### config.mk
export PLATFORM = sky130hd
export DESIGN_NAME = pgm_port9
export DESIGN_NICKNAME = d
export VERILOG_FILES = /design/src/pgm_pkg.sv /design/src/pgm_pin_mux.sv /design/src/pgm_port9.sv /design/src/pgm_sync.sv
export SDC_FILE = /design/constraint.sdc
export NUM_CORES = 1
export LEC_CHECK = 0
export BUFFER_PORTS_ARGS = -buffer_cell sky130_fd_sc_hd__buf_2
export CORE_MARGIN = 3
export CORE_UTILIZATION = 45
export DETAILED_ROUTE_END_ITERATION = 16
export PLACE_DENSITY = 0.76
export SYNTH_ARGS = -nofsm -noshare
export SYNTH_HDL_FRONTEND = slang
export SYNTH_SLANG_ARGS = --single-unit
### constraint.sdc
create_clock -name aclk -period 1.5 [get_ports aclk]
set_clock_uncertainty 0.05 [all_clocks]
set_input_delay 0.3 -clock aclk [delete_from_list [all_inputs] [get_ports aclk]]
set_output_delay 0.3 -clock aclk [all_outputs]
set_load 0.005 [all_outputs]
### src/pgm_pkg.sv
package pgm_pkg;
  // register indices; the bus byte address is four times the index, since ffd2 is not word aligned
  localparam logic [15:0] dir_addr   = 16'hffd0;
  localparam logic [15:0] data_addr  = 16'hffd2;
  localparam logic [15:0] ctrl_addr  = 16'hffd4;
  localparam logic [15:0] stat_addr  = 16'hffd8;
  // reset values, reserved-bit mask, read-back value and pin count
  localparam logic [7:0]  dir_reset  = 8'hc0;
  localparam logic [7:0]  data_reset = 8'hc0;
  localparam logic [7:0]  rsvd_mask  = 8'hc0;
  localparam logic [7:0]  read_ones  = 8'hff;
  localparam int          pin_count  = 6;
  // serial control bit positions, one byte per channel in the control register
  localparam int ctl_clk_low   = 0;
  localparam int ctl_clk_high  = 1;
  localparam int ctl_sync_mode = 2;
  localparam int ctl_rx_enable = 3;
  localparam int ctl_tx_enable = 4;
  localparam int ctl_ch1_base  = 8;
  // axi response codes
  localparam logic [1:0] resp_okay   = 2'h0;
  localparam logic [1:0] resp_slverr = 2'h2;
endpackage

### src/pgm_pin_mux.sv
`timescale 1ns/1ps
// per-pin function selection between port and serial channels
module pgm_pin_mux (
  input  wire logic [5:0] pin_direction_bit,
  input  wire logic [5:0] port_data,
  input  wire logic [1:0] serial_clock_enable_low,
  input  wire logic [1:0] serial_clock_enable_high,
  input  wire logic [1:0] sync_mode,
  input  wire logic [1:0] receive_enable,
  input  wire logic [1:0] transmit_enable,
  input  wire logic [1:0] serial_clock_out,
  input  wire logic [1:0] transmit_data,
  output logic      [5:0] pin_o,
  output logic      [5:0] pin_oe,
  output logic      [5:0] port_owned
);
  always_comb begin
    port_owned = 6'h3f;
    pin_oe     = pin_direction_bit;
    pin_o      = port_data;
    // serial clocks: pin 4 channel 0, pin 5 channel 1
    for (int c = 0; c < 2; c++) begin
      if (serial_clock_enable_high[c]) begin
        port_owned[4+c] = 1'b0;
        pin_oe[4+c]     = 1'b0;
      end else if (sync_mode[c] || serial_clock_enable_low[c]) begin
        port_owned[4+c] = 1'b0;
        pin_oe[4+c]     = 1'b1;
        pin_o[4+c]      = serial_clock_out[c];
      end
      // receive: pin 2 channel 0, pin 3 channel 1
      if (receive_enable[c]) begin
        port_owned[2+c] = 1'b0;
        pin_oe[2+c]     = 1'b0;
      end
      // transmit: pin 0 channel 0, pin 1 channel 1
      if (transmit_enable[c]) begin
        port_owned[c] = 1'b0;
        pin_oe[c]     = 1'b1;
        pin_o[c]      = transmit_data[c];
      end
    end
  end
endmodule

### src/pgm_port9.sv
// Added by the designer: the AXI4-Lite register port.
`timescale 1ns/1ps
module pgm_port9 #(
  parameter int addr_width = 18
) (
  input  wire logic                  aclk,
  input  wire logic                  aresetn,
  input  wire logic                  hw_standby,
  input  wire logic                  sw_standby,
  // axi4-lite slave
  input  wire logic [addr_width-1:0] s_axi_awaddr,
  input  wire logic                  s_axi_awvalid,
  output logic                       s_axi_awready,
  input  wire logic [31:0]           s_axi_wdata,
  input  wire logic [3:0]            s_axi_wstrb,
  input  wire logic                  s_axi_wvalid,
  output logic                       s_axi_wready,
  output logic      [1:0]            s_axi_bresp,
  output logic                       s_axi_bvalid,
  input  wire logic                  s_axi_bready,
  input  wire logic [addr_width-1:0] s_axi_araddr,
  input  wire logic                  s_axi_arvalid,
  output logic                       s_axi_arready,
  output logic      [31:0]           s_axi_rdata,
  output logic      [1:0]            s_axi_rresp,
  output logic                       s_axi_rvalid,
  input  wire logic                  s_axi_rready,
  // pins
  input  wire logic [5:0]            pin_i,
  output logic      [5:0]            pin_o,
  output logic      [5:0]            pin_oe,
  // serial channels, bit 0 channel 0, bit 1 channel 1
  input  wire logic [1:0]            serial_clock_out,
  input  wire logic [1:0]            transmit_data,
  output logic      [1:0]            serial_clock_in,
  output logic      [1:0]            receive_data,
  // external interrupt inputs, bit 0 four, bit 1 five
  output logic      [1:0]            external_interrupt
);
  logic [7:0]            pin_direction_register;
  logic [7:0]            pin_data_register;
  logic [15:0]           serial_ctrl_reg;
  logic [5:0]            pin_sync;
  logic [5:0]            port_owned;
  logic                  aw_held_reg;
  logic                  w_held_reg;
  logic [addr_width-1:0] awaddr_reg;
  logic [31:0]           wdata_reg;
  logic [3:0]            wstrb_reg;
  logic                  do_write;
  logic [7:0]            data_view;
  logic [31:0]           read_word;
  logic                  read_hit;
  logic                  write_hit;
  logic [addr_width-3:0] aw_index;
  logic [addr_width-3:0] ar_index;

  // one register per 32-bit word, so the word index is the register index
  assign aw_index = awaddr_reg[addr_width-1:2];
  assign ar_index = s_axi_araddr[addr_width-1:2];

  // pin levels come from outside the clock domain
  pgm_sync #(
    .width(6)
  ) u_sync (
    .aclk    (aclk),
    .aresetn (aresetn),
    .async_in(pin_i),
    .sync_out(pin_sync)
  );

  // pin ownership and drive selection
  pgm_pin_mux u_mux (
    .pin_direction_bit       (pin_direction_register[5:0]),
    .port_data               (pin_data_register[5:0]),
    .serial_clock_enable_low ({serial_ctrl_reg[pgm_pkg::ctl_ch1_base + pgm_pkg::ctl_clk_low],
                               serial_ctrl_reg[pgm_pkg::ctl_clk_low]}),
    .serial_clock_enable_high({serial_ctrl_reg[pgm_pkg::ctl_ch1_base + pgm_pkg::ctl_clk_high],
                               serial_ctrl_reg[pgm_pkg::ctl_clk_high]}),
    .sync_mode               ({serial_ctrl_reg[pgm_pkg::ctl_ch1_base + pgm_pkg::ctl_sync_mode],
                               serial_ctrl_reg[pgm_pkg::ctl_sync_mode]}),
    .receive_enable          ({serial_ctrl_reg[pgm_pkg::ctl_ch1_base + pgm_pkg::ctl_rx_enable],
                               serial_ctrl_reg[pgm_pkg::ctl_rx_enable]}),
    .transmit_enable         ({serial_ctrl_reg[pgm_pkg::ctl_ch1_base + pgm_pkg::ctl_tx_enable],
                               serial_ctrl_reg[pgm_pkg::ctl_tx_enable]}),
    .serial_clock_out        (serial_clock_out),
    .transmit_data           (transmit_data),
    .pin_o                   (pin_o),
    .pin_oe                  (pin_oe),
    .port_owned              (port_owned)
  );

  // peripheral inputs see the synchronised pins directly
  assign serial_clock_in    = pin_sync[5:4];
  assign receive_data       = pin_sync[3:2];
  assign external_interrupt = pin_sync[5:4];

  // write channel capture: address and data in either order
  assign s_axi_awready = !aw_held_reg && !s_axi_bvalid;
  assign s_axi_wready  = !w_held_reg && !s_axi_bvalid;
  assign do_write      = aw_held_reg && w_held_reg && !s_axi_bvalid;

  always_ff @(posedge aclk) begin
    if (!aresetn) begin
      aw_held_reg <= 1'b0;
      awaddr_reg  <= '0;
    end else if (s_axi_awvalid && s_axi_awready) begin
      aw_held_reg <= 1'b1;
      awaddr_reg  <= s_axi_awaddr;
    end else if (do_write) begin
      aw_held_reg <= 1'b0;
    end
  end

  always_ff @(posedge aclk) begin
    if (!aresetn) begin
      w_held_reg <= 1'b0;
      wdata_reg  <= '0;
      wstrb_reg  <= '0;
    end else if (s_axi_wvalid && s_axi_wready) begin
      w_held_reg <= 1'b1;
      wdata_reg  <= s_axi_wdata;
      wstrb_reg  <= s_axi_wstrb;
    end else if (do_write) begin
      w_held_reg <= 1'b0;
    end
  end

  // decode on the word index, which keeps ffd0 and ffd2 apart
  always_comb begin
    write_hit = 1'b0;
    case (aw_index)
      pgm_pkg::dir_addr,
      pgm_pkg::data_addr,
      pgm_pkg::ctrl_addr,
      pgm_pkg::stat_addr: write_hit = 1'b1;
      default:            write_hit = 1'b0;
    endcase
  end

  // write response, one per completed write
  always_ff @(posedge aclk) begin
    if (!aresetn) begin
      s_axi_bvalid <= 1'b0;
      s_axi_bresp  <= pgm_pkg::resp_okay;
    end else if (do_write) begin
      s_axi_bvalid <= 1'b1;
      s_axi_bresp  <= write_hit ? pgm_pkg::resp_okay : pgm_pkg::resp_slverr;
    end else if (s_axi_bready) begin
      s_axi_bvalid <= 1'b0;
    end
  end

  // direction register; hardware standby acts like reset, software standby just holds
  always_ff @(posedge aclk) begin
    if (!aresetn || hw_standby) begin
      pin_direction_register <= pgm_pkg::dir_reset;
    end else if (do_write && !sw_standby && wstrb_reg[0]
                 && aw_index == pgm_pkg::dir_addr) begin
      pin_direction_register <= pgm_pkg::rsvd_mask | wdata_reg[7:0];
    end
  end

  // data register keeps the upper bits at one whatever is written
  always_ff @(posedge aclk) begin
    if (!aresetn || hw_standby) begin
      pin_data_register <= pgm_pkg::data_reset;
    end else if (do_write && !sw_standby && wstrb_reg[0]
                 && aw_index == pgm_pkg::data_addr) begin
      pin_data_register <= pgm_pkg::rsvd_mask | wdata_reg[7:0];
    end
  end

  // serial mode and enable bits stand in for the channel control registers
  always_ff @(posedge aclk) begin
    if (!aresetn || hw_standby) begin
      serial_ctrl_reg <= 16'h0000;
    end else if (do_write && !sw_standby && aw_index == pgm_pkg::ctrl_addr) begin
      if (wstrb_reg[0]) begin
        serial_ctrl_reg[7:0] <= wdata_reg[7:0];
      end
      if (wstrb_reg[1]) begin
        serial_ctrl_reg[15:8] <= wdata_reg[15:8];
      end
    end
  end

  // per-pin read view: stored bit on outputs, live level on inputs
  always_comb begin
    data_view = pgm_pkg::rsvd_mask;
    for (int i = 0; i < pgm_pkg::pin_count; i++) begin
      data_view[i] = pin_direction_register[i] ? pin_data_register[i] : pin_sync[i];
    end
  end

  // read mux; the direction register never shows its contents
  always_comb begin
    read_word = 32'h0000_0000;
    read_hit  = 1'b1;
    case (ar_index)
      pgm_pkg::dir_addr:  read_word[7:0]  = pgm_pkg::read_ones;
      pgm_pkg::data_addr: read_word[7:0]  = data_view;
      pgm_pkg::ctrl_addr: read_word[15:0] = serial_ctrl_reg;
      pgm_pkg::stat_addr: read_word       = {20'h00000, port_owned, pin_oe};
      default:            read_hit        = 1'b0;
    endcase
  end

  // read channel: one read at a time, answer the cycle after the address
  assign s_axi_arready = !s_axi_rvalid;

  always_ff @(posedge aclk) begin
    if (!aresetn) begin
      s_axi_rvalid <= 1'b0;
      s_axi_rdata  <= 32'h0000_0000;
      s_axi_rresp  <= pgm_pkg::resp_okay;
    end else if (s_axi_arvalid && s_axi_arready) begin
      s_axi_rvalid <= 1'b1;
      s_axi_rdata  <= read_word;
      s_axi_rresp  <= read_hit ? pgm_pkg::resp_okay : pgm_pkg::resp_slverr;
    end else if (s_axi_rready) begin
      s_axi_rvalid <= 1'b0;
    end
  end
endmodule

### src/pgm_sync.sv
`timescale 1ns/1ps
// two-flop synchroniser for the pin inputs
module pgm_sync #(
  parameter int width = 6
) (
  input  wire logic             aclk,
  input  wire logic             aresetn,
  input  wire logic [width-1:0] async_in,
  output logic      [width-1:0] sync_out
);
  logic [width-1:0] meta_reg;

  // first stage is read only by the second
  always_ff @(posedge aclk) begin
    if (!aresetn) begin
      meta_reg <= '0;
      sync_out <= '0;
    end else begin
      meta_reg <= async_in;
      sync_out <= meta_reg;
    end
  end
endmodule

==> PnR_summary.wiki, run 1 <==
{| class="wikitable"
! Metric !! Value
|-
| Number of buffers created by CTS || 9
|-
| Post-synthesis instance total || 509
|-
| Worst Setup Slack, final || -383 ps
|-
| Number of storage elements in the synthesis netlist || 96
|-
| Post-Place Cells || 765
|-
| Max cap viols || 0
|-
| CP Class || flop to flop
|-
| Post-synthesis instance area || 0.00428 mm²
|-
| Commonest cells in the synthesized netlist || sky130_fd_sc_hd__dfxtp_1 (96), sky130_fd_sc_hd__nand2_1 (81), sky130_fd_sc_hd__a21oi_1 (71)
|-
| Setup repair after global routing missed its margin || true
|-
| Die Y-Extent || 104 µm
|-
| Most area-hungry cell type in the Yosys netlist || sky130_fd_sc_hd__dfxtp_1
|-
| Via density per instance || 5.45
|-
| Initial DRT Pass Iterations || 5
|-
| Final Max Slew Viols || 0
|-
| Antenna violations before repair || 0
|-
| Finished Cell Area || 0.00602 mm²
|-
| Final antenna diode count || 0
|-
| Insertion delay of the later-clocked pin in the worst-skew pair || 370 ps
|-
| Max FO, Critical Path || 7
|-
| Worst Path Arrival || 2080 ps
|-
| Proportion of synthesized chip area in sequential cells || 0.449
|-
| Routability Congestion || 0.825
|-
| Overall routed net length || 13200 µm
|-
| FMAX || 0.531 GHz
|-
| Most repeated cell in the gate-level netlist after synthesis || sky130_fd_sc_hd__dfxtp_1
|-
| Average routed wire per standard cell || 16.5 µm
|-
| Floorplan die area || 0.0107 mm²
|-
| Number of buffers inserted by port buffering || 109
|-
| DRC viols || 0
|-
| Largest net degree at the start of global routing || 44
|-
| Initial DRC count || 269
|-
| Peak ir drop on the vdd network || 0.495 mV
|-
| Final cell count without fillers || 801
|-
| Cell leakage power || 2.47 nW
|-
| Sum of overflow across all layers after global routing || 0
|-
| Path class of the lowest-slack min-delay path || input pin to flop
|-
| Die width || 104 µm
|-
| Area growth from synthesis to layout || 40.4%
|-
| Async set-reset flop share out of synthesis || 0
|-
| # rows || 34
|-
| I/O pin cnt || 150
|-
| Total number of nets in the final design || 761
|-
| Max Root-Sink Buffers || 2
|-
| Number of distinct library cells after synthesis || 44
|-
| Via count of the first global-routing pass || 4147
|-
| Core box area || 0.00898 mm²
|-
| GRT Overall Usage || 0.227
|-
| Proportion of netlist area held by the largest area contributor || 0.449
|-
| Post-detailed-placement cell area || 0.00524 mm²
|-
| Critical path launch point type || flop
|-
| Detailed placement HPWL || 8390 µm
|-
| Power per Cell Area || 832 mW/mm²
|-
| Effective utilization at floorplan || 0.477
|-
| DRT antenna net count || 0
|-
| Status || finished with violations
|-
| Setup violators final || 37
|-
| Clock-pin slew on the worst setup and hold paths || 100 ps
|-
| Buffer cell driving the clock tree root || sky130_fd_sc_hd__clkbuf_8
|-
| Post-CTS Hold Fix Bufs || 0
|-
| Clk sink count || 96
|-
| Final period demand of the worst path || 1880 ps
|-
| Synthesized area per cell || 8.42 µm²
|-
| Clock tree from TritonCTS || done
|-
| Synth area leaders || sky130_fd_sc_hd__dfxtp_1 (45%), sky130_fd_sc_hd__a21oi_1 (8.3%), sky130_fd_sc_hd__nand2_1 (7.1%), sky130_fd_sc_hd__buf_4 (4.6%), sky130_fd_sc_hd__o21ai_1 (3.3%)
|-
| Ys flop type || sky130_fd_sc_hd__dfxtp_1
|-
| Endpoint type of the worst setup path || flop
|-
| Final period util || 1.26
|-
| Number of enable flip-flop cells after synthesis || 0
|-
| Required time at the endpoint of the critical path || 1700 ps
|-
| Count of H-tree levels built during CTS || 3
|-
| Violated checks || negative setup slack
|-
| Number of warnings printed during yosys synthesis || 0
|-
| Total count of hold-check failures in the final report || 0
|-
| Layout cells sized above 1 || 0.440
|-
| Global-route wire length before repair || 20100 µm
|-
| Via Count || 4365
|}
[worst max-delay path: stages (launching register included)]
cell	delay, ps
sky130_fd_sc_hd__dfxtp_2	340
sky130_fd_sc_hd__nand4b_1	210
sky130_fd_sc_hd__buf_6	170
sky130_fd_sc_hd__buf_4	130
sky130_fd_sc_hd__or4_4	490
sky130_fd_sc_hd__o21ai_1	240
sky130_fd_sc_hd__a21oi_1	130
[through the flow]
step | hold slack, ps | power (W) | util | setup WS, ps | TNS, ps
finish | 82.9 | 0.00500 | 0.670 | -383 | -7090
global route | 69.7 | 0.00518 | 0.670 | -422 | -9570
CTS | 70.8 | 0.00499 | 0.639 | -201 | -4590
detailed placement | 370 | 0.00331 | 0.583 | -325 | -6140
global placement | 367 | 0.00329 | 0.583 | -268 | -4850
floorplan | 362 | 0.00306 | - | -114 | -2190
[cells in the final DEF (no fill, tap or decap), types with 17 or more instances in the layout]
master and n:
sky130_fd_sc_hd__and2_1 17, sky130_fd_sc_hd__conb_1 18, sky130_fd_sc_hd__a21oi_1 64, sky130_fd_sc_hd__buf_2 103
sky130_fd_sc_hd__nand2_1 81, sky130_fd_sc_hd__o21ai_2 20, sky130_fd_sc_hd__dfxtp_1 82, sky130_fd_sc_hd__nand3_1 20
sky130_fd_sc_hd__buf_6 18, sky130_fd_sc_hd__buf_4 55
[cell type report]
class | instances | area (µm²)
Tap cell | 126 | 158
Multi-Input combinational cell | 368 | 2400
Timing Repair Buffer | 183 | 1270
Sequential cell | 96 | 1940
Clock inverter | 6 | 67.6
Clock buffer | 10 | 128
Inverter | 12 | 45.0
Fill cell | 711 | 2960
[final timing paths]
| path | from | cells past startpoint | endpoint | slack (ps) |
|---|---|---|---|---|
| max reg2reg | awaddr_reg[2]$_SDFFE_PN0P_ | 6 | pin_data_register[4]$_SDFFE_PP0P_ | -380 |
| max | awaddr_reg[2]$_SDFFE_PN0P_ | 6 | pin_data_register[4]$_SDFFE_PP0P_ | -380 |
| min | pin_i[5] | 2 | u_sync.meta_reg[5]$_SDFF_PN0_ | 80 |
| min reg2reg | u_sync.meta_reg[2]$_SDFF_PN0_ | 1 | u_sync.sync_out[2]$_SDFF_PN0_ | 400 |
[power by group]
part	total, W	leakage [nW]	switching [W]	internal [W]
Combinational	0.000583	1.59	0.000310	0.000273
Sequential	0.00270	0.790	0.0000603	0.00264
Clock	0.00172	0.0933	0.000940	0.000781
Total	0.00500	2.47	0.00131	0.00369
[timing repair]
action	4_1_cts	5_1_grt
pin swaps	16	34
buffers inserted	10	6
cloned	4	1
gates resized for setup	43	68
setup endpoints to repair	36	45
[cell families (layout without fill, tap and decap cells)]
logic type | count (synthesis) | count (layout) | synth area share
buf+inv | 65 | 211 | 0.0815
flops | 96 | 96 | 0.449
mux | 10 | 10 | 0.0260
simple gates | 198 | 201 | 0.258
fa+ha+maj | 1 | 1 | 0.00234
compound gates | 138 | 138 | 0.182
other cells | 1 | 18 | 0.000875
[per-layer routing]
| layer | part of all wire | GRT usage | vias to the layer above |
|---|---|---|---|
| met5 | 0 | 0 | - |
| met4 | 0.031 | 0.0769 | 0 |
| met3 | 0.075 | 0.0609 | 40 |
| met2 | 0.49 | 0.377 | 201 |
| met1 | 0.41 | 0.286 | 2040 |
| li1 | - | - | 2084 |
Note: power is estimated with default switching activity, not from simulation.
==> run 2: changes to the inputs <==
- ABC_AREA: not set -> 1
==> run 2 against run 1 <==
- the flow still finishes with violations (negative setup slack)
- cell area fell by 8.7%
- final cell count rose by 8.9%
- utilization fell by 8.1 points
- critical path type is now flop to primary output
- synthesized area rose by 1.9%
==> PnR_summary.wiki, run 2 <==
{| class="wikitable"
! Metric !! Value
|-
| Total count of hold-check failures in the final report || 0 (unchanged)
|-
| Largest net degree at the start of global routing || 30 (-32%)
|-
| Setup violators final || 11 (-70%)
|-
| Post-Place Cells || 843 (+10%)
|-
| Post-CTS Hold Fix Bufs || 0 (unchanged)
|-
| FMAX || 0.625 GHz (+18%)
|-
| Clock-pin slew on the worst setup and hold paths || 90 ps (about the same)
|-
| Post-synthesis instance total || 611 (+20%)
|-
| Path class of the lowest-slack min-delay path || input pin to flop
|-
| Number of buffers created by CTS || 9 (unchanged)
|-
| Synthesized area per cell || 7.14 µm² (-15%)
|-
| Global-route wire length before repair || 17200 µm (-14%)
|-
| Proportion of synthesized chip area in sequential cells || 0.440 (-0.00823)
|-
| Most common cell after layout, fill and taps aside || sky130_fd_sc_hd__buf_2
|-
| Fill cell total of the finished layout || 904 (+27%)
|-
| Power per Cell Area || 922 mW/mm² (+11%)
|-
| Number of distinct library cells after synthesis || 34 (-23%)
|-
| Number of storage elements in the synthesis netlist || 96 (unchanged)
|-
| Synth area leaders || sky130_fd_sc_hd__dfxtp_1 (44%), sky130_fd_sc_hd__nand2_1 (10%), sky130_fd_sc_hd__nor2_1 (9.2%), sky130_fd_sc_hd__o21ai_0 (7.0%), sky130_fd_sc_hd__buf_4 (5.2%)
|-
| Worst Path Arrival || 1250 ps (-830 ps)
|-
| Die Y-Extent || 104 µm (+0.88%)
|-
| Critical path's top delay family || flip-flops
|-
| Number of warnings printed during yosys synthesis || 0 (unchanged)
|-
| Critical Path, Cell by Cell || o21ai_2 -> mux2i_1 -> inv_1 -> buf_2
|-
| Number of enable flip-flop cells after synthesis || 0 (unchanged)
|-
| Final period util || 1.07 (-0.189)
|-
| Peak ir drop on the vdd network || 0.557 mV (+13%)
|-
| Number of buffer and inverter stages on the critical path || 2 (unchanged)
|-
| Startpoint of the worst register-to-register path || awaddr_reg[11]$_SDFFE_PN0P_
|-
| Via Count || 4212 (-3.5%)
|-
| Worst Setup Slack, final || -99.4 ps (+283 ps)
|-
| Violated checks || negative setup slack
|-
| Final antenna diode count || 0 (unchanged)
|-
| Most area-hungry cell type in the Yosys netlist || sky130_fd_sc_hd__dfxtp_1
|-
| Most repeated cell in the gate-level netlist after synthesis || sky130_fd_sc_hd__nand2_1
|-
| Max Root-Sink Buffers || 2 (unchanged)
|-
| Initial DRT Pass Iterations || 5 (unchanged)
|-
| Reg-to-reg slack, setup || -80 ps (+300 ps)
|-
| Floorplan die area || 0.0109 mm² (+1.8%)
|-
| Via density per instance || 4.83 (-11%)
|-
| Ys flop type || sky130_fd_sc_hd__dfxtp_1
|-
| Clk sink count || 96 (unchanged)
|-
| Endpoint type of the worst setup path || primary output
|-
| Final cell count without fillers || 872 (+8.9%)
|-
| Commonest non-fill, non-tap cells in the layout || sky130_fd_sc_hd__buf_2 (107), sky130_fd_sc_hd__nand2_1 (106), sky130_fd_sc_hd__nor2_1 (100)
|-
| Origin of the worst setup path || serial_ctrl_reg[10]$_SDFFE_PP0P_
|-
| Initial DRC count || 200 (-26%)
|-
| Average routed wire per standard cell || 12.4 µm (-25%)
|-
| # rows || 35 (+2.9%)
|-
| Number of buffers inserted by port buffering || 109 (unchanged)
|-
| Sum of overflow across all layers after global routing || 0 (unchanged)
|-
| Final period demand of the worst path || 1600 ps (-283 ps)
|-
| Final Max Slew Viols || 0 (unchanged)
|-
| Count of H-tree levels built during CTS || 3 (unchanged)
|-
| Core box area || 0.00933 mm² (+3.9%)
|-
| Required time at the endpoint of the critical path || 1150 ps (-550 ps)
|-
| Post-synthesis instance area || 0.00436 mm² (+1.9%)
|-
| Antenna violations before repair || 0 (unchanged)
|-
| CP Class || flop to primary output
|-
| Layout cells sized above 1 || 0.318 (-0.122)
|-
| Routability Congestion || 0.835 (+1.2%)
|-
| Async set-reset flop share out of synthesis || 0 (unchanged)
|-
| Standard cell with the maximum stage delay on the critical path || sky130_fd_sc_hd__dfxtp_2
|-
| Post-route total power || 0.00506 W (+1.2%)
|-
| Total number of nets in the final design || 829 (+8.9%)
|-
| Proportion of netlist area held by the largest area contributor || 0.440 (-0.00823)
|-
| Buffer cell driving the clock tree root || sky130_fd_sc_hd__clkbuf_8
|-
| Stage delay of the slowest cell on the critical path || 340 ps (-150 ps)
|-
| Effective utilization at floorplan || 0.468 (-0.00941)
|-
| Setup total negative slack || -616 ps (+6470 ps)
|-
| Critical path launch point type || flop
|-
| Area growth from synthesis to layout || 25.9%
|-
| Commonest cells in the synthesized netlist || sky130_fd_sc_hd__nand2_1 (116), sky130_fd_sc_hd__nor2_1 (107), sky130_fd_sc_hd__dfxtp_1 (96)
|-
| Die width || 104 µm (+0.88%)
|-
| Detailed placement HPWL || 8080 µm (-3.7%)
|-
| Setup repair after global routing missed its margin || true
|-
| I/O pin cnt || 150 (unchanged)
|-
| Via count of the first global-routing pass || 3861 (-6.9%)
|-
| Launch instance of the worst min-delay path || pin_i[0]
|-
| Overall routed net length || 10800 µm (-18%)
|-
| Clock tree from TritonCTS || done
|-
| GRT Overall Usage || 0.189 (-0.0378)
|-
| DRC viols || 0 (unchanged)
|-
| Insertion delay of the later-clocked pin in the worst-skew pair || 360 ps (about the same)
|-
| DRT antenna net count || 0 (unchanged)
|-
| Max FO, Critical Path || 3 (-4)
|-
| Status || finished with violations
|-
| Max cap viols || 0 (unchanged)
|-
| Cell leakage power || 2.72 nW (+9.9%)
|}
## run 2: changes by cell type after synthesis, moves of 15 or more
cell                      before  now
sky130_fd_sc_hd__nor2_1       18  107
sky130_fd_sc_hd__o21ai_0      11   61
sky130_fd_sc_hd__inv_1        11   56
sky130_fd_sc_hd__a21oi_1      71   34
sky130_fd_sc_hd__nand2_1      81  116
sky130_fd_sc_hd__o21ai_1      28    4
sky130_fd_sc_hd__and2_1       17    2
## run 2: metrics by stage
stage	util	setup slack [ps]	hold slack (ps)	area [µm²]
4_1_cts	0.565	-131	58.9	5270
6_report	0.589	-99.4	72.2	5490
3_5_place_dp	0.537	-88.4	350	5010
5_1_grt	0.589	-169	68.8	5490
2_1_floorplan	-	129	340	4430
3_3_place_gp	0.537	-35.1	342	5010
## run 2: layout make-up
class                           count  area [µm²]  area share
Timing Repair Buffer              147         851       0.155
Sequential cell                    96        1950       0.355
Multi-Input combinational cell    423        2100       0.382
Inverter                           61         229      0.0417
Clock inverter                      4        51.3     0.00934
Clock buffer                       12         155      0.0282
Tap cell                          129         161      0.0294
## run 2: metal layers
metal,vias to the layer above,part of all wire,track usage
li1,2149,-,-
met1,1888,0.44,0.242
met2,164,0.48,0.320
met3,11,0.071,0.0435
met4,0,0.011,0.0503
met5,-,0,0
## run 2: worst paths after layout
path / endpoint / cells past startpoint
setup / recovery: pin_o[5] / 4
setup reg to reg: pin_data_register[1]$_SDFFE_PP0P_ / 7
hold / removal: u_sync.meta_reg[0]$_SDFF_PN0_ / 3
hold reg to reg: u_sync.sync_out[3]$_SDFF_PN0_ / 2
## run 2: report_power, final
part | switching [W] | leakage, nW | internal, W
clock network | 0.000867 | 0.103 | 0.000866
registers | 0.000101 | 0.794 | 0.00268
logic | 0.000316 | 1.82 | 0.000237
## run 2: repair_timing
item	CTS	global route
pin swaps	2	15
gates resized for setup	15	52
cloned	0	1
endpoints found under the setup margin	16	35
setup buffers	5	8
## run 2: worst register-to-register path, stage by stage, from the launching register on
cell                      delay (ps)
sky130_fd_sc_hd__dfxtp_2         360
sky130_fd_sc_hd__nand2_2          60
sky130_fd_sc_hd__nor2_2           90
sky130_fd_sc_hd__nand4_1         180
sky130_fd_sc_hd__nor3_4          380
sky130_fd_sc_hd__nand2_2         170
sky130_fd_sc_hd__nand2_2         120
sky130_fd_sc_hd__a21oi_2          60
## run 2: cells by family (layout without fill, tap and decap cells)
family	after synthesis	in the layout	synth area share
other cells	1	18	0.000859
buf+inv	110	224	0.126
xor+xnor	1	1	0.00201
flops	96	96	0.440
mux	2	2	0.00459
compound gates	103	103	0.120
simple gates	298	299	0.305
==> run 3: changes to the inputs <==
- PLACE_DENSITY: 0.76 -> 0.87
==> run 3 against run 2 <==
- the flow still finishes with violations (negative setup slack)
- register-to-register slack about the same
- critical endpoint unchanged
- total power grew 5.3%
- combinational power is 12% higher
- global-route usage up 0.85 points
- largest power group unchanged
- sequential power is essentially flat
==> PnR_summary.wiki, run 3 (synthesis results as in run 2) <==
{| class="wikitable"
! Metric !! Value
|-
| Final Max Slew Viols || 0 (unchanged)
|-
| Most common cell after layout, fill and taps aside || sky130_fd_sc_hd__buf_2
|-
| DRT antenna net count || 0 (unchanged)
|-
| Final period demand of the worst path || 1650 ps (+51.1 ps)
|-
| Die Y-Extent || 104 µm (unchanged)
|-
| Commonest non-fill, non-tap cells in the layout || sky130_fd_sc_hd__buf_2 (108), sky130_fd_sc_hd__nand2_1 (106), sky130_fd_sc_hd__nor2_1 (99)
|-
| Final antenna diode count || 0 (unchanged)
|-
| Worst Setup Slack, final || -151 ps (-51.1 ps)
|-
| Required time at the endpoint of the critical path || 1150 ps (about the same)
|-
| Clk sink count || 96 (unchanged)
|-
| # rows || 35 (unchanged)
|-
| Global-route wire length before repair || 17500 µm (+1.5%)
|-
| Internal power consumption || 0.00398 W (+5.4%)
|-
| Path class of the lowest-slack min-delay path || input pin to flop
|-
| Number of buffers created by CTS || 9 (unchanged)
|-
| Detailed placement HPWL || 7940 µm (-1.7%)
|-
| Core box area || 0.00933 mm² (unchanged)
|-
| CP Class || flop to primary output
|-
| Sequential share of power || 0.523 (-0.026)
|-
| Fill cell total of the finished layout || 798 (-12%)
|-
| Met3 Routed Length || 960 µm (+25%)
|-
| Largest net degree at the start of global routing || 49 (+63%)
|-
| Max cap viols || 0 (unchanged)
|-
| FMAX || 0.606 GHz (-3.1%)
|-
| Via count of the first global-routing pass || 3689 (-4.5%)
|-
| Insertion delay of the later-clocked pin in the worst-skew pair || 370 ps (about the same)
|-
| Floorplan die area || 0.0109 mm² (unchanged)
|-
| Number of buffers inserted by port buffering || 109 (unchanged)
|-
| Effective utilization at floorplan || 0.468 (unchanged)
|-
| Total count of hold-check failures in the final report || 0 (unchanged)
|-
| Cell leakage power || 2.82 nW (+3.8%)
|-
| Max FO, Critical Path || 2 (-1)
|-
| Via Count || 4363 (+3.6%)
|-
| Final period util || 1.10 (+0.0341)
|-
| Max Root-Sink Buffers || 2 (unchanged)
|-
| GRT Overall Usage || 0.197 (+0.00847)
|-
| I/O pin cnt || 150 (unchanged)
|-
| Average routed wire per standard cell || 13.3 µm (+7.0%)
|-
| Total number of nets in the final design || 843 (+1.7%)
|-
| Post-Place Worst Slack || -71.3 ps (+17.1 ps)
|-
| Sum of overflow across all layers after global routing || 0 (unchanged)
|-
| Post-CTS Hold Fix Bufs || 0 (unchanged)
|-
| Detail Route met2 WL || 5890 µm (+13%)
|-
| Initial DRC count || 293 (+47%)
|-
| Violated checks || negative setup slack
|-
| Finished Cell Area || 0.00576 mm² (+4.9%)
|-
| Count of H-tree levels built during CTS || 3 (unchanged)
|-
| Switching pwr || 0.00135 W (+5.0%)
|-
| Power per Cell Area || 926 mW/mm² (+0.42%)
|-
| Clock-pin slew on the worst setup and hold paths || 90 ps (about the same)
|-
| Peak ir drop on the vdd network || 0.563 mV (+0.95%)
|-
| Buffer cell driving the clock tree root || sky130_fd_sc_hd__clkbuf_8
|-
| DRC viols || 0 (unchanged)
|-
| Antenna violations before repair || 0 (unchanged)
|-
| Post-route total power || 0.00533 W (+5.3%)
|-
| Status || finished with violations
|-
| Share of total power consumed by net switching || 0.253 (-0.000758)
|-
| Critical path launch point type || flop
|-
| Routability Congestion || 0.863 (+3.4%)
|-
| Utilization of the core after routing || 0.617 (+0.0286)
|-
| Initial DRT Pass Iterations || 5 (unchanged)
|-
| Logic depth of the worst register-to-register path || 8 (+1)
|-
| Clock Power Share || 0.361 (+0.019)
|-
| M1 WL || 4720 µm (-0.25%)
|-
| Via density per instance || 4.92 (+1.9%)
|-
| Post-detailed-placement cell area || 0.00509 mm² (+1.7%)
|-
| Endpoint type of the worst setup path || primary output
|-
| Highest routed layer || met4
|-
| Setup violators final || 16 (+5)
|-
| Layout cells sized above 1 || 0.343 (+0.0258)
|-
| Comb pwr share || 0.116 (+0.007)
|-
| Die width || 104 µm (unchanged)
|-
| Count of cells along the worst hold path || 3 (unchanged)
|-
| Clock tree from TritonCTS || done
|-
| Overall routed net length || 11800 µm (+8.7%)
|-
| Setup total negative slack || -1140 ps (-525 ps)
|-
| Worst Path Arrival || 1300 ps (+50 ps)
|-
| Area growth from synthesis to layout || 32.0%
|-
| Setup repair after global routing missed its margin || true
|}
[run 3: cell types whose count changed in the layout (fill, tap and decap cells not counted), sizes merged]
cell and change:
buf +13, nand2 +1, inv -2, clkinv +1
bufinv +1
[run 3: path summary, 6_finish.rpt]
check | start | endpoint | slack [ps]
worst max-delay path | serial_ctrl_reg[10]$_SDFFE_PP0P_ | pin_o[5] | -150
worst min-delay path | pin_i[2] | u_sync.meta_reg[2]$_SDFF_PN0_ | 70
worst max register to register | awaddr_reg[17]$_SDFFE_PN0P_ | serial_ctrl_reg[12]$_SDFFE_PP0P_ | -90
worst min register to register | u_sync.meta_reg[1]$_SDFF_PN0_ | u_sync.sync_out[1]$_SDFF_PN0_ | 370
[run 3: per-stage QoR]
stage | instances | hold WS (ps)
final | 886 | 69.9
after global routing | 886 | 74.6
after CTS | 875 | 56.5
after detailed placement | 848 | 346
after global placement | 848 | 345
after floorplan | 628 | 340
[run 3: power by group through the flow]
stage / combinational, W / sequential (W) / clock, W
floorplan: 0.000364 / 0.00281 / 0
global placement: 0.000554 / 0.00282 / 0
detailed placement: 0.000569 / 0.00283 / 0
CTS: 0.000574 / 0.00277 / 0.00194
global route: 0.000696 / 0.00280 / 0.00203
finish: 0.000618 / 0.00279 / 0.00193
[run 3: cell type report]
class / instances / area [µm²] / area share
multi-input combinational: 424 / 2150 / 0.374
sequential: 96 / 1950 / 0.339
timing repair buffer: 160 / 1020 / 0.178
inverter: 61 / 236 / 0.0411
tap: 129 / 161 / 0.0280
clock buffer: 12 / 155 / 0.0269
clock inverter: 4 / 76.3 / 0.0133
[run 3: timing repair]
item | CTS | global route
gates resized for setup | 22 | 75
buffers inserted | 10 | 10
setup endpoints to repair | 9 | 44
cloned | 1 | 1
endpoints found under the hold margin | 0 | 0
pin swaps | 3 | 21
[run 3: worst max-delay path, cell delays in order (launching register included)]
cell and delay (ps):
sky130_fd_sc_hd__dfxtp_2 330, sky130_fd_sc_hd__o21ai_2 150, sky130_fd_sc_hd__buf_6 120, sky130_fd_sc_hd__mux2i_1 170, sky130_fd_sc_hd__inv_1 50, sky130_fd_sc_hd__buf_2 120
[run 3: layer usage]
layer | track usage | up-vias
met5 | 0 | -
li1 | - | 2185
met1 | 0.247 | 1960
met4 | 0.0617 | 0
met3 | 0.0497 | 23
met2 | 0.334 | 195
